[src/hdl/tmr8_pkg.sv]
// constants for the 8-bit timer/counter block
package tmr8_pkg;
    // register word offsets (byte addresses)
    localparam logic [4:0] ADDR_CTRL_A = 5'h00;
    localparam logic [4:0] ADDR_CTRL_B = 5'h04;
    localparam logic [4:0] ADDR_COUNT  = 5'h08;
    localparam logic [4:0] ADDR_CMP_A  = 5'h0C;
    localparam logic [4:0] ADDR_CMP_B  = 5'h10;
    localparam logic [4:0] ADDR_MASK   = 5'h14;
    localparam logic [4:0] ADDR_FLAGS  = 5'h18;
    localparam logic [4:0] ADDR_VECACK = 5'h1C;
    // field positions
    localparam int OUT_MODE_A_LSB = 6;
    localparam int OUT_MODE_B_LSB = 4;
    localparam int FORCE_A_BIT    = 7;
    localparam int FORCE_B_BIT    = 6;
    localparam int WAVE_HIGH_BIT  = 3;
    localparam int BIT_CMP_B      = 2;
    localparam int BIT_CMP_A      = 1;
    localparam int BIT_OVF        = 0;
    // reset value and counter limits
    localparam logic [7:0] RST_BYTE = 8'h00;
    localparam logic [7:0] VAL_MAX    = 8'hFF;
    localparam logic [7:0] VAL_BOTTOM = 8'h00;
    // prescaler taps
    localparam int DIV_8    = 8;
    localparam int DIV_64   = 64;
    localparam int DIV_256  = 256;
    localparam int DIV_1024 = 1024;
    // waveform modes
    localparam logic [2:0] WM_NORMAL   = 3'h0;
    localparam logic [2:0] WM_PC_FF    = 3'h1;
    localparam logic [2:0] WM_CTC      = 3'h2;
    localparam logic [2:0] WM_FAST_FF  = 3'h3;
    localparam logic [2:0] WM_PC_CMPA  = 3'h5;
    localparam logic [2:0] WM_FAST_CMPA = 3'h7;
    // clock select codes
    localparam logic [2:0] CS_STOP   = 3'h0;
    localparam logic [2:0] CS_DIV1   = 3'h1;
    localparam logic [2:0] CS_DIV8   = 3'h2;
    localparam logic [2:0] CS_DIV64  = 3'h3;
    localparam logic [2:0] CS_DIV256 = 3'h4;
    localparam logic [2:0] CS_DIV1K  = 3'h5;
    localparam logic [2:0] CS_EXT_FALL = 3'h6;
    localparam logic [2:0] CS_EXT_RISE = 3'h7;
    // compare output codes
    localparam logic [1:0] OM_OFF    = 2'h0;
    localparam logic [1:0] OM_TOGGLE = 2'h1;
    localparam logic [1:0] OM_CLEAR  = 2'h2;
    localparam logic [1:0] OM_SET    = 2'h3;
    localparam logic [31:0] BUS_UNMAPPED = 32'h0000_0000;

    typedef enum logic [1:0] {
        BUS_IDLE,
        BUS_ANSWER
    } tmr8_bus_t;

    typedef struct packed {
        tmr8_bus_t   bus_st;
        logic [31:0] rdata;
        logic [7:0]  ctrl_a;
        logic [3:0]  ctrl_b;
        logic [7:0]  count;
        logic [7:0]  cmp_a_buf;
        logic [7:0]  cmp_b_buf;
        logic [7:0]  cmp_a_act;
        logic [7:0]  cmp_b_act;
        logic [2:0]  mask;
        logic [2:0]  flags;
        logic        down;
        logic        block_match;
        logic [9:0]  presc;
        logic        ext_d;
        logic        wave_a;
        logic        wave_b;
        logic        irq;
    } tmr8_state_t;
endpackage
[src/hdl/tmr8_core.sv]
// 8-bit timer/counter with two compare channels and an Avalon-MM register slave
//
// The register offsets and register access over Avalon-MM were chosen for this implementation.
`timescale 1ns/1ns
//
// Summary of operation
// three wave-select bits pick normal, ctc, fast or phase-correct pwm; 4, 6 reserved
// compare values load at once in non-pwm modes, at top in pwm modes
// overflow flag at max, at bottom in phase-correct, at top in fast cmp-a mode
// unused bits of control, mask and flag registers read zero
// force-compare bits act only in non-pwm modes
// software writes zero to force bits while a pwm mode runs
// a force bit applies an immediate match using the current output mode
// forced match sets no flag, raises no interrupt, never clears counter
// force bits read as zero
// clock select: stop, undivided, then prescaler taps 8, 64, 256, 1024
// codes 110 and 111 count falling or rising edges of the external pin
// external pin counts even when driven as an output
// counter is readable and writable by software
// counter write blocks compare matches on the next timer tick
// compare values are compared with the counter continuously
// mask bits 2,1,0 enable cmp b, cmp a, overflow gated by global bit
// compare flags set on match, overflow flag on overflow
// flags clear when the processor takes the matching vector
// writing one to a flag clears it, zero leaves it
// non-pwm output code: off, toggle, clear, set on match
// one clock; the selected timer tick is a one-cycle count enable
module tmr8_core
    import tmr8_pkg::*;
(
    input  wire logic        mclk_i,
    input  wire logic        arst_n_i,
    input  wire logic [4:0]  avs_address_i,
    input  wire logic        avs_read_i,
    input  wire logic        avs_write_i,
    input  wire logic [31:0] avs_writedata_i,
    input  wire logic [3:0]  avs_byteenable_i,
    output logic [31:0]      avs_readdata_o,
    output logic             avs_waitrequest_o,
    input  wire logic        ext_count_pin_i,
    input  wire logic        global_irq_en_i,
    output logic             wave_out_a_o,
    output logic             wave_out_b_o,
    output logic             wave_oe_a_o,
    output logic             wave_oe_b_o,
    output logic             irq_o
);
    tmr8_state_t st_ff;
    tmr8_state_t nxt_st;

    // ****************************************
    // helper decodes
    // ****************************************
    function automatic logic is_pwm(input logic [2:0] wm);
        is_pwm = (wm != WM_NORMAL) && (wm != WM_CTC);
    endfunction

    function automatic logic is_pc(input logic [2:0] wm);
        is_pc = (wm == WM_PC_FF) || (wm == WM_PC_CMPA);
    endfunction

    function automatic logic apply_out(input logic cur, input logic [1:0] om);
        case (om)
            OM_TOGGLE: apply_out = ~cur;
            OM_CLEAR:  apply_out = 1'b0;
            OM_SET:    apply_out = 1'b1;
            default:   apply_out = cur;
        endcase
    endfunction

    logic [2:0] wmode;
    logic       tick;
    logic [7:0] top;
    logic       wr_hit;
    logic       bus_wr;
    logic       bus_rd;
    logic       at_top;
    logic       match_a;
    logic       match_b;
    logic       ovf_ev;
    logic [7:0] wbyte;

    // ****************************************
    // next-state logic
    // ****************************************
    always_comb begin
        nxt_st = st_ff;
        wbyte  = avs_writedata_i[7:0];
        wmode  = {st_ff.ctrl_b[WAVE_HIGH_BIT], st_ff.ctrl_a[1:0]};
        // a write lands at the answer edge, where the master sees waitrequest low
        bus_wr = avs_write_i && (st_ff.bus_st == BUS_ANSWER) && avs_byteenable_i[0];
        bus_rd = avs_read_i && (st_ff.bus_st == BUS_IDLE);
        // timer tick as count enable, not a clock
        case (st_ff.ctrl_b[2:0])
            CS_DIV1:     tick = 1'b1;
            CS_DIV8:     tick = (st_ff.presc[2:0] == 3'h7);
            CS_DIV64:    tick = (st_ff.presc[5:0] == 6'h3F);
            CS_DIV256:   tick = (st_ff.presc[7:0] == 8'hFF);
            CS_DIV1K:    tick = (st_ff.presc == 10'h3FF);
            // pin sampled as a plain input, even when the pin is an output
            CS_EXT_FALL: tick = st_ff.ext_d && !ext_count_pin_i;
            CS_EXT_RISE: tick = !st_ff.ext_d && ext_count_pin_i;
            default:     tick = 1'b0;
        endcase
        nxt_st.presc = st_ff.presc + 10'h001;
        nxt_st.ext_d = ext_count_pin_i;
        top = ((wmode == WM_CTC) || (wmode == WM_PC_CMPA) || (wmode == WM_FAST_CMPA))
            ? st_ff.cmp_a_act : VAL_MAX;
        at_top  = (st_ff.count == top);
        // continuous compare, suppressed one tick after a counter write
        match_a = tick && !st_ff.block_match && (st_ff.count == st_ff.cmp_a_act);
        match_b = tick && !st_ff.block_match && (st_ff.count == st_ff.cmp_b_act);
        ovf_ev  = 1'b0;
        wr_hit  = bus_wr && (avs_address_i == ADDR_COUNT);
        if (tick) begin
            nxt_st.block_match = 1'b0;
            if (is_pc(wmode)) begin
                if (!st_ff.down) begin
                    if (at_top) begin
                        nxt_st.down  = 1'b1;
                        nxt_st.count = st_ff.count - 8'h01;
                    end else begin
                        nxt_st.count = st_ff.count + 8'h01;
                    end
                end else if (st_ff.count == VAL_BOTTOM) begin
                    nxt_st.down  = 1'b0;
                    nxt_st.count = st_ff.count + 8'h01;
                end else begin
                    nxt_st.count = st_ff.count - 8'h01;
                end
                ovf_ev = st_ff.down && (st_ff.count == VAL_BOTTOM);
            end else begin
                nxt_st.down  = 1'b0;
                nxt_st.count = at_top ? VAL_BOTTOM : st_ff.count + 8'h01;
                ovf_ev = (wmode == WM_FAST_CMPA) ? at_top : (st_ff.count == VAL_MAX);
            end
            // buffered compare values move over at top in pwm modes
            if (is_pwm(wmode) && at_top) begin
                nxt_st.cmp_a_act = st_ff.cmp_a_buf;
                nxt_st.cmp_b_act = st_ff.cmp_b_buf;
            end
        end
        // waveform outputs
        if (!is_pwm(wmode)) begin
            if (match_a) nxt_st.wave_a = apply_out(st_ff.wave_a, st_ff.ctrl_a[7:6]);
            if (match_b) nxt_st.wave_b = apply_out(st_ff.wave_b, st_ff.ctrl_a[5:4]);
        end else begin
            if (tick && at_top && !is_pc(wmode)) begin
                if (st_ff.ctrl_a[7]) nxt_st.wave_a = !st_ff.ctrl_a[6];
                if (st_ff.ctrl_a[5]) nxt_st.wave_b = !st_ff.ctrl_a[4];
            end
            if (match_a && st_ff.ctrl_a[7]) nxt_st.wave_a = st_ff.ctrl_a[6] ^ st_ff.down;
            if (match_b && st_ff.ctrl_a[5]) nxt_st.wave_b = st_ff.ctrl_a[4] ^ st_ff.down;
        end
        // bus write side effects
        if (bus_wr) begin
            if (avs_address_i == ADDR_CTRL_A) begin
                nxt_st.ctrl_a = {wbyte[7:4], 2'b00, wbyte[1:0]};
            end else if (avs_address_i == ADDR_CTRL_B) begin
                nxt_st.ctrl_b = wbyte[3:0];
                // force strobes: output only, no flag, no clear, not in pwm
                if (!is_pwm(wmode)) begin
                    if (wbyte[FORCE_A_BIT]) nxt_st.wave_a = apply_out(st_ff.wave_a, st_ff.ctrl_a[7:6]);
                    if (wbyte[FORCE_B_BIT]) nxt_st.wave_b = apply_out(st_ff.wave_b, st_ff.ctrl_a[5:4]);
                end
            end else if (wr_hit) begin
                nxt_st.count       = wbyte;
                nxt_st.block_match = 1'b1;
            end else if (avs_address_i == ADDR_CMP_A) begin
                nxt_st.cmp_a_buf = wbyte;
                if (!is_pwm(wmode)) nxt_st.cmp_a_act = wbyte;
            end else if (avs_address_i == ADDR_CMP_B) begin
                nxt_st.cmp_b_buf = wbyte;
                if (!is_pwm(wmode)) nxt_st.cmp_b_act = wbyte;
            end else if (avs_address_i == ADDR_MASK) begin
                nxt_st.mask = wbyte[2:0];
            end else if (avs_address_i == ADDR_FLAGS) begin
                nxt_st.flags = st_ff.flags & ~wbyte[2:0];
            end else if (avs_address_i == ADDR_VECACK) begin
                nxt_st.flags = st_ff.flags & ~wbyte[2:0];
            end
        end
        // set wins over a clear in the same cycle; forced compares never get here
        if (match_b) nxt_st.flags[BIT_CMP_B] = 1'b1;
        if (match_a) nxt_st.flags[BIT_CMP_A] = 1'b1;
        if (ovf_ev)  nxt_st.flags[BIT_OVF]   = 1'b1;
        // ctc clears only from a real match, never a forced one
        if (match_a && (wmode == WM_CTC) && !wr_hit) nxt_st.count = VAL_BOTTOM;
        nxt_st.irq = global_irq_en_i && |(nxt_st.flags & nxt_st.mask);
        // bus answer one cycle after the request
        if (st_ff.bus_st == BUS_ANSWER) begin
            nxt_st.bus_st = BUS_IDLE;
        end else if (bus_rd || avs_write_i) begin
            nxt_st.bus_st = BUS_ANSWER;
        end
        nxt_st.rdata = BUS_UNMAPPED;
        if (bus_rd) begin
            if (avs_address_i == ADDR_CTRL_A) begin
                nxt_st.rdata[7:0] = st_ff.ctrl_a;
            end else if (avs_address_i == ADDR_CTRL_B) begin
                nxt_st.rdata[7:0] = {4'h0, st_ff.ctrl_b};
            end else if (avs_address_i == ADDR_COUNT) begin
                nxt_st.rdata[7:0] = st_ff.count;
            end else if (avs_address_i == ADDR_CMP_A) begin
                nxt_st.rdata[7:0] = st_ff.cmp_a_buf;
            end else if (avs_address_i == ADDR_CMP_B) begin
                nxt_st.rdata[7:0] = st_ff.cmp_b_buf;
            end else if (avs_address_i == ADDR_MASK) begin
                nxt_st.rdata[7:0] = {5'h00, st_ff.mask};
            end else if (avs_address_i == ADDR_FLAGS) begin
                nxt_st.rdata[7:0] = {5'h00, st_ff.flags};
            end
        end
    end

    // ****************************************
    // state register
    // ****************************************
    always_ff @(posedge mclk_i or negedge arst_n_i) begin
        if (!arst_n_i) begin
            st_ff <= '{bus_st: BUS_IDLE, default: '0};
        end else begin
            st_ff <= nxt_st;
        end
    end

    always_comb begin
        avs_readdata_o    = st_ff.rdata;
        avs_waitrequest_o = (st_ff.bus_st != BUS_ANSWER);
        wave_out_a_o      = st_ff.wave_a;
        wave_out_b_o      = st_ff.wave_b;
        wave_oe_a_o       = |st_ff.ctrl_a[7:6];
        wave_oe_b_o       = |st_ff.ctrl_a[5:4];
        irq_o             = st_ff.irq;
    end

    // ****************************************
    // assertions
    // ****************************************
    logic [2:0] wm_q;
    assign wm_q = {st_ff.ctrl_b[WAVE_HIGH_BIT], st_ff.ctrl_a[1:0]};

    a_ctrl_b_read: assert property (@(posedge mclk_i) disable iff (!arst_n_i)
        $past(bus_rd) && $past(avs_address_i) == ADDR_CTRL_B |-> avs_readdata_o[7:4] == 4'h0)
        else $error("force bits or reserved bits read nonzero");
    a_flag_rsvd: assert property (@(posedge mclk_i) disable iff (!arst_n_i)
        $past(bus_rd) && $past(avs_address_i) == ADDR_FLAGS |-> avs_readdata_o[7:3] == 5'h00)
        else $error("flag register reserved bits nonzero");
    a_count_write: assert property (@(posedge mclk_i) disable iff (!arst_n_i)
        wr_hit |=> st_ff.count == $past(wbyte))
        else $error("counter write not taken");
    a_block_match: assert property (@(posedge mclk_i) disable iff (!arst_n_i)
        wr_hit |=> !match_a && !match_b)
        else $error("match not blocked after counter write");
    a_flag_clear: assert property (@(posedge mclk_i) disable iff (!arst_n_i)
        bus_wr && avs_address_i == ADDR_FLAGS && wbyte[BIT_OVF] && !ovf_ev
        |=> !st_ff.flags[BIT_OVF])
        else $error("overflow flag not cleared by write one");
    a_flag_set: assert property (@(posedge mclk_i) disable iff (!arst_n_i)
        match_a |=> st_ff.flags[BIT_CMP_A])
        else $error("compare a flag not set on match");
    a_ovf_set: assert property (@(posedge mclk_i) disable iff (!arst_n_i)
        tick && wm_q == WM_NORMAL && st_ff.count == VAL_MAX && !wr_hit
        |=> st_ff.flags[BIT_OVF] && st_ff.count == VAL_BOTTOM)
        else $error("overflow at max missed");
    a_irq_gate: assert property (@(posedge mclk_i) disable iff (!arst_n_i)
        irq_o |-> $past(global_irq_en_i))
        else $error("interrupt without global enable");
    a_force_pwm: assert property (@(posedge mclk_i) disable iff (!arst_n_i)
        is_pwm(wm_q) && !tick |=> $stable(st_ff.wave_a))
        else $error("pwm output moved without tick");
    a_stop_clk: assert property (@(posedge mclk_i) disable iff (!arst_n_i)
        st_ff.ctrl_b[2:0] == CS_STOP && !wr_hit |=> $stable(st_ff.count))
        else $error("stopped timer counted");
    c_ovf: cover property (@(posedge mclk_i) ovf_ev);
    c_match_a: cover property (@(posedge mclk_i) match_a && wm_q == WM_CTC);
    c_pc_turn: cover property (@(posedge mclk_i) tick && is_pc(wm_q) && at_top);
    c_ext: cover property (@(posedge mclk_i) tick && st_ff.ctrl_b[2:0] == CS_EXT_RISE);
endmodule

[config.mk]
export PLATFORM = sky130hd
export DESIGN_NAME = tmr8_core
export DESIGN_NICKNAME = d
export VERILOG_FILES = /design/src/hdl/tmr8_pkg.sv /design/src/hdl/tmr8_core.sv
export SDC_FILE = /design/constraint.sdc
export NUM_CORES = 1
export LEC_CHECK = 0
export BUFFER_PORTS_ARGS = -buffer_cell sky130_fd_sc_hd__buf_2
export CAP_MARGIN = 20
export CORE_MARGIN = 4
export CORE_UTILIZATION = 52
export CTS_BUF_LIST = sky130_fd_sc_hd__clkbuf_4 sky130_fd_sc_hd__clkbuf_8
export CTS_CLUSTER_DIAMETER = 100
export DETAILED_ROUTE_END_ITERATION = 8
export GPL_TIMING_DRIVEN = 0
export PLACE_DENSITY = 0.75
export SYNTH_ARGS = -nofsm -noshare
export SYNTH_HDL_FRONTEND = slang
export SYNTH_SLANG_ARGS = --single-unit
[constraint.sdc]
create_clock -name mclk_i -period 3.95 [get_ports mclk_i]
set_clock_uncertainty 0.15 [all_clocks]
set_input_delay 0.395 -clock mclk_i [delete_from_list [all_inputs] [get_ports mclk_i]]
set_output_delay 0.395 -clock mclk_i [all_outputs]
set_load 0.01 [all_outputs]
==> results of run 1 <==
where the power goes:
group	leakage (nW)	internal, mW	switching, mW
registers	1.07	0.919	0.0906
logic	1.58	0.358	0.520
clock network	0.104	0.305	0.348
total	2.75	1.58	0.959
registers in the layout, indices dropped and copies added, names as in the netlist:
name,cells
st_ff,70
wave_out_b_o,1
avs_readdata_o,8
wave_out_a_o,1
irq_o,1
per-stage QoR:
step                setup WS, ps  std cells
floorplan                   1596        558
global placement            1131        722
detailed placement          1103        724
CTS                         1038        741
global route               901.0        741
finish                     977.5        741
cell usage after synthesis, types with 4 or more instances:
library cell  count
or2_2             5
buf_4            35
buf_2             8
a21oi_1          28
nor2b_1           5
xor2_1            5
a22oi_1           9
and2_1            8
inv_1            12
nand2_1          50
ha_1              5
nor4_1            5
a221oi_1          5
clkbuf_1          7
nand4_1           4
and3_1            6
a21o_1            5
nor3_1           13
a211oi_1          9
nand2b_1         11
mux2i_1          25
nand3_1          12
o21ai_0          21
o22ai_1           7
mux2_2           30
dfrtp_1          81
xnor2_1          18
nor2_1           42
o21ai_1           5
kinds of logic after synthesis:
logic type               share of synthesized area
AND/OR/NAND/NOR                             0.1811
AO/OA/AOI/OAI                               0.1743
flip-flops                                  0.3948
buffers and inverters                      0.08311
multiplexers                                0.1145
XOR/XNOR                                   0.03924
adder cells (fa/ha/maj)                    0.01219
other                                    0.0007305
routing by layer:
layer,global-route usage,wire (um),share of wire
met1,0.3400,5917,0.42
met2,0.3995,6583,0.47
met3,0.05219,1233,0.087
met4,0.08386,359,0.025
met5,0,0,0
layout make-up:
class | count | share of cell area
buffer | 56 | 0.06451
clock buffer | 9 | 0.02136
clock inverter | 7 | 0.01489
inverter | 14 | 0.009061
multi-input combinational | 407 | 0.4770
sequential | 81 | 0.3495
tap | 133 | 0.02869
timing repair buffer | 34 | 0.03495
path summary, 6_finish.rpt:
check                                          to  cells past startpoint  slack (ps)
max in group asynchronous     st_ff[33]$_DFF_PN0_                      3        2800
setup reg to reg              st_ff[34]$_DFF_PN0_                     10         980
hold / removal                 st_ff[3]$_DFF_PN0_                      1          20
min in group asynchronous     st_ff[55]$_DFF_PN0_                      2         260
hold reg to reg            st_ff[106]$_DFFE_PN0P_                      1         330
setup / recovery              st_ff[34]$_DFF_PN0_                     10         980
repair_timing:
action	in CTS	in global routing
endpoints found under the hold margin	8	0
resized for setup	0	0
setup endpoints to repair	0	0
hold buffers	1	0
buffers inserted	0	0
==> results.cfg, run 1 <==
[clock_network]
cts_buffer_depth = 2
cts_buffers = 9
cts.sinks = 81
tritoncts = done
clk_pin_slew_ps = 100
clock_latency_ps = 360
htreeDepth = 3
root_buffer = clkbuf_8

[worst_setup_path]
worstPathMaxFanout = 10
critPathBufInv = 1
arrival_ps = 3060
start_kind = flop
end_kind = flop
cpPeakStageDelay_ps = 590
crit_start = st_ff[4]$_DFF_PN0_
r2r-start = st_ff[4]$_DFF_PN0_
required_ps = 4040
crit_type = reg -> reg
cp_slowest_cell = o21bai_2
crit_chain = ha_1 > ha_1 > nand2_1 > mux2i_1 > o21bai_2 > nand2_2 > nand3_4 > buf_6 > mux2i_1 > a21oi_1
crit_family = compound AO/OA/AOI/OAI gates

[timing]
fmax_mhz = 336.4
hold_viol = 0
setup_viol = 0
whs_ps = 18.59
max_slew_margin = 0.3767
period_share = 0.7525
slew_violations = 0
rsz0062_at_grt = no
finalCriticalPeriod_ps = 2973
setup_tns_ps = 0
tightest_slew_ps = 926.4

[synth]
synth_top_area_share = 0.3948
synthArstFlopShare = 1.000
synth-edff-count = 0
yosys.cell_types.count = 71
synth-seq-cells = 81
ys_seq_area_frac = 0.3948
yosysTopAreaCell = dfrtp_1
synthTopCellsByArea = dfrtp_1, mux2_2, buf_4
syn-instance-count = 535
yosysWarnings = 0
ys.flop_type = dfrtp_1
netlist_area_um2 = 5134
avgSynthCellArea_um2 = 9.596

[drt]
vias_per_cell = 5.842
antenna_left = 0
dr_total_vias = 4329
wl_per_cell_um = 19.02
drt_first_iter_violations = 356
drt_wl_total_um = 14090
drt_first_pass_iters = 6
drc = 0

[floorplan]
core.rowCount = 36
initial_core_util = 0.5301
fp.coreArea_um2 = 9684
dieArea_um2 = 11530
io_pins = 85
die_w_um = 107.4
die_y_um = 107.4

[min_path]
min_from = ext_count_pin_i
hold_class = in -> reg

[cells_and_area]
n_antenna_cell = 0
drive_gt1_frac = 0.2467
syn_to_final_growth_pct = 12.97
regArea_um2 = 2027
design_area_um2 = 5799
layout_commonest_cell = dfrtp_1
nFillCells = 837
final_cell_mix = dfrtp_1, nand2_1, nor2_1
final_core_util = 0.5988
nets = 655
multi_input_area_um2 = 2766

[power_and_ir_drop]
ir_drop_v = 0.0002384
power_density_nw_per_um2 = 438.3
leakagePower_nw = 2.747
power_mw = 2.542

[place]
post-dp-hpwl_um = 10170
post_dp_cell_area_um2 = 5579
place.gp.congestion = 0.9566
io_buffers = 31

[run_status]
outcome = completed

[grt]
track_usage = 0.2501
grt_max_degree = 74
grt_pass1_wl_um = 22140
grt_pass1_vias = 4121
antenna_found_initial = 0
grt_overflow_total = 0

[flow_run]
drv_cap = 0
No activity file was read; power rests on OpenSTA's default activity.
==> inputs of run 2 (changes only) <==
PLACE_DENSITY = 0.77   (was 0.75)
clock period = 2.5 ns   (was 3.95 ns; I/O delays follow)
==> run 2 against run 1 <==
Die area did not move. Clock power rose by 73%. Routed wire length rose by 4.2%. Register-to-register slack got worse by 970 ps. Utilization rose by 5.1 points. Via count rose by 5.7%. Worst hold slack improved by 68 ps. Sequential share of layout area fell by 2.6 points. Combinational power rose by 79%. Count of clock-buffer cells in the layout did not move. First-iteration DRC count rose by 34%. Final cell count rose by 4.6%. Highest routed layer unchanged.
==> results.cfg, run 2 (synthesis results as in run 1) <==
[drt]
antenna_left = 0
dr_total_vias = 4575
dr.max_layer_used = met4
drt_first_iter_violations = 476
vias_per_cell = 5.903
met2WireLength_um = 7031
drt_wl_total_um = 14690
drt_first_pass_iters = 5
wl_met1_um = 5962
wl_per_cell_um = 18.95
wl_met3_um = 1319
drc = 0

[cells_and_area]
nets = 689
final_cell_mix = dfrtp_1, buf_4, nand2_1
regMostFlops = st_ff
n_antenna_cell = 0
drive_gt1_frac = 0.3240
largest_reg_flops = 70
syn_to_final_growth_pct = 22.59
design_area_um2 = 6294
layout_commonest_cell = dfrtp_1

[floorplan]
initial_core_util = 0.5301
die_y_um = 107.4
die_w_um = 107.4
io_pins = 85
dieArea_um2 = 11530
fp.coreArea_um2 = 9684
core.rowCount = 36

[place]
post-dp-hpwl_um = 10360
place.gp.congestion = 0.9230
io_buffers = 31
post_dp_cell_area_um2 = 5579
dp_slack_ps = -385.2

[worst_setup_path]
crit_chain = ha_4 > ha_4 > nand2_1 > mux2i_2 > o21bai_4 > a2111oi_4 > nor3b_4 > buf_4 > a311oi_2
required_ps = 2570
crit_top_cell = ha_4
arrival_ps = 2550
cpPeakStageDelay_ps = 440
cp_slowest_cell = dfrtp_1
worstPathMaxFanout = 8
end_kind = flop
crit_type = reg -> reg
start_kind = flop

[timing]
hold_viol = 0
tightest_slew_ps = 949.1
fmax_mhz = 401.9
setup_viol = 0
period_share = 0.9953
finalCriticalPeriod_ps = 2488
layout_setup_ws_ps = 11.70
slew_violations = 0
rsz0062_at_grt = yes
max_slew_margin = 0.3614

[power_and_ir_drop]
switchingPower_mw = 1.574
power_density_nw_per_um2 = 684.7
ir_drop_v = 0.0003476
internal-power_mw = 2.735
p_clk_frac = 0.262
power_mw = 4.309
pwr-share-seq = 0.374
power.share.switching = 0.3654
leakagePower_nw = 2.960
p_comb_frac = 0.365

[grt]
grt_max_degree = 63
grt_pass1_wl_um = 22400
grt_pass1_vias = 4191
antenna_found_initial = 0
grt_overflow_total = 0
track_usage = 0.2510

[min_path]
hold_class = in -> reg

[clock_network]
tritoncts = done
clk_pin_slew_ps = 90
root_buffer = clkbuf_8
cts_buffers = 9
cts_buffer_depth = 2
cts.sinks = 81
clock_latency_ps = 370
htreeDepth = 3

[run_status]
outcome = completed

[flow_run]
drv_cap = 0
==> run 2: final cells by class <==
| type | count | area [um^2] |
|---|---|---|
| clock inverters | 7 | 107.6 |
| plain buffers | 56 | 405.4 |
| clock buffers | 9 | 123.9 |
| well taps | 133 | 166.4 |
| repair buffers | 68 | 505.5 |
| flip-flops and latches | 81 | 2034 |
| multi-input cells | 407 | 2895 |
| inverters | 14 | 55.05 |
| fillers | 774 | 3391 |
==> run 2: through the flow <==
stage          hold WS [ps]  cells  TNS [ps]    util
6_report              86.44    775         0  0.6499
5_1_grt               79.00    775    -218.4  0.6499
4_1_cts               61.80    755    -281.6  0.6174
3_5_place_dp          5.011    724     -6387  0.5761
3_3_place_gp          241.1    722     -5003  0.5722
2_1_floorplan        -195.6    558         0       -
==> run 2: path summary, 6_finish.rpt <==
kind	start	to	slack, ps	cells past startpoint
max reg2reg	st_ff[5]$_DFF_PN0_	st_ff[57]$_DFF_PN0_	10	9
min in group asynchronous	arst_n_i	st_ff[59]$_DFF_PN0_	150	2
min	avs_writedata_i[2]	st_ff[24]$_DFF_PN0_	90	3
max in group asynchronous	arst_n_i	st_ff[57]$_DFF_PN0_	1440	3
min reg2reg	st_ff[13]$_DFF_PN0_	st_ff[13]$_DFF_PN0_	330	1
max	st_ff[5]$_DFF_PN0_	st_ff[57]$_DFF_PN0_	10	9
==> run 2: power groups by stage <==
stage | combinational (mW) | sequential [mW] | clock (mW)
2_1_floorplan | 1.02 | 1.57 | 0
6_report | 1.57 | 1.61 | 1.13
3_5_place_dp | 1.34 | 1.62 | 0
4_1_cts | 1.37 | 1.60 | 1.14
3_3_place_gp | 1.32 | 1.61 | 0
5_1_grt | 1.68 | 1.63 | 1.20
==> run 2: worst max-delay path: cells and delay by family, from the launching register on <==
kind	cells	cell delay [ps]
AND/OR/NAND/NOR	2	470
multiplexers	1	210
flip-flops	1	440
buffers and inverters	1	180
AO/OA/AOI/OAI	3	570
adder cells (fa/ha/maj)	2	310
==> run 2: layer usage <==
metal | track usage | up-vias
li1 | - | 2066
met1 | 0.3395 | 2219
met2 | 0.4053 | 254
met3 | 0.04679 | 36
met4 | 0.08747 | 0
met5 | 0 | -
==> run 2: repair_timing <==
item | CTS | global route
hold buffers | 5 | 0
pin swaps | 8 | 14
endpoints found under the hold margin | 84 | 0
gates resized for setup | 6 | 41
cloned | 0 | 1
setup endpoints to repair | 27 | 26
buffers inserted | 10 | 19
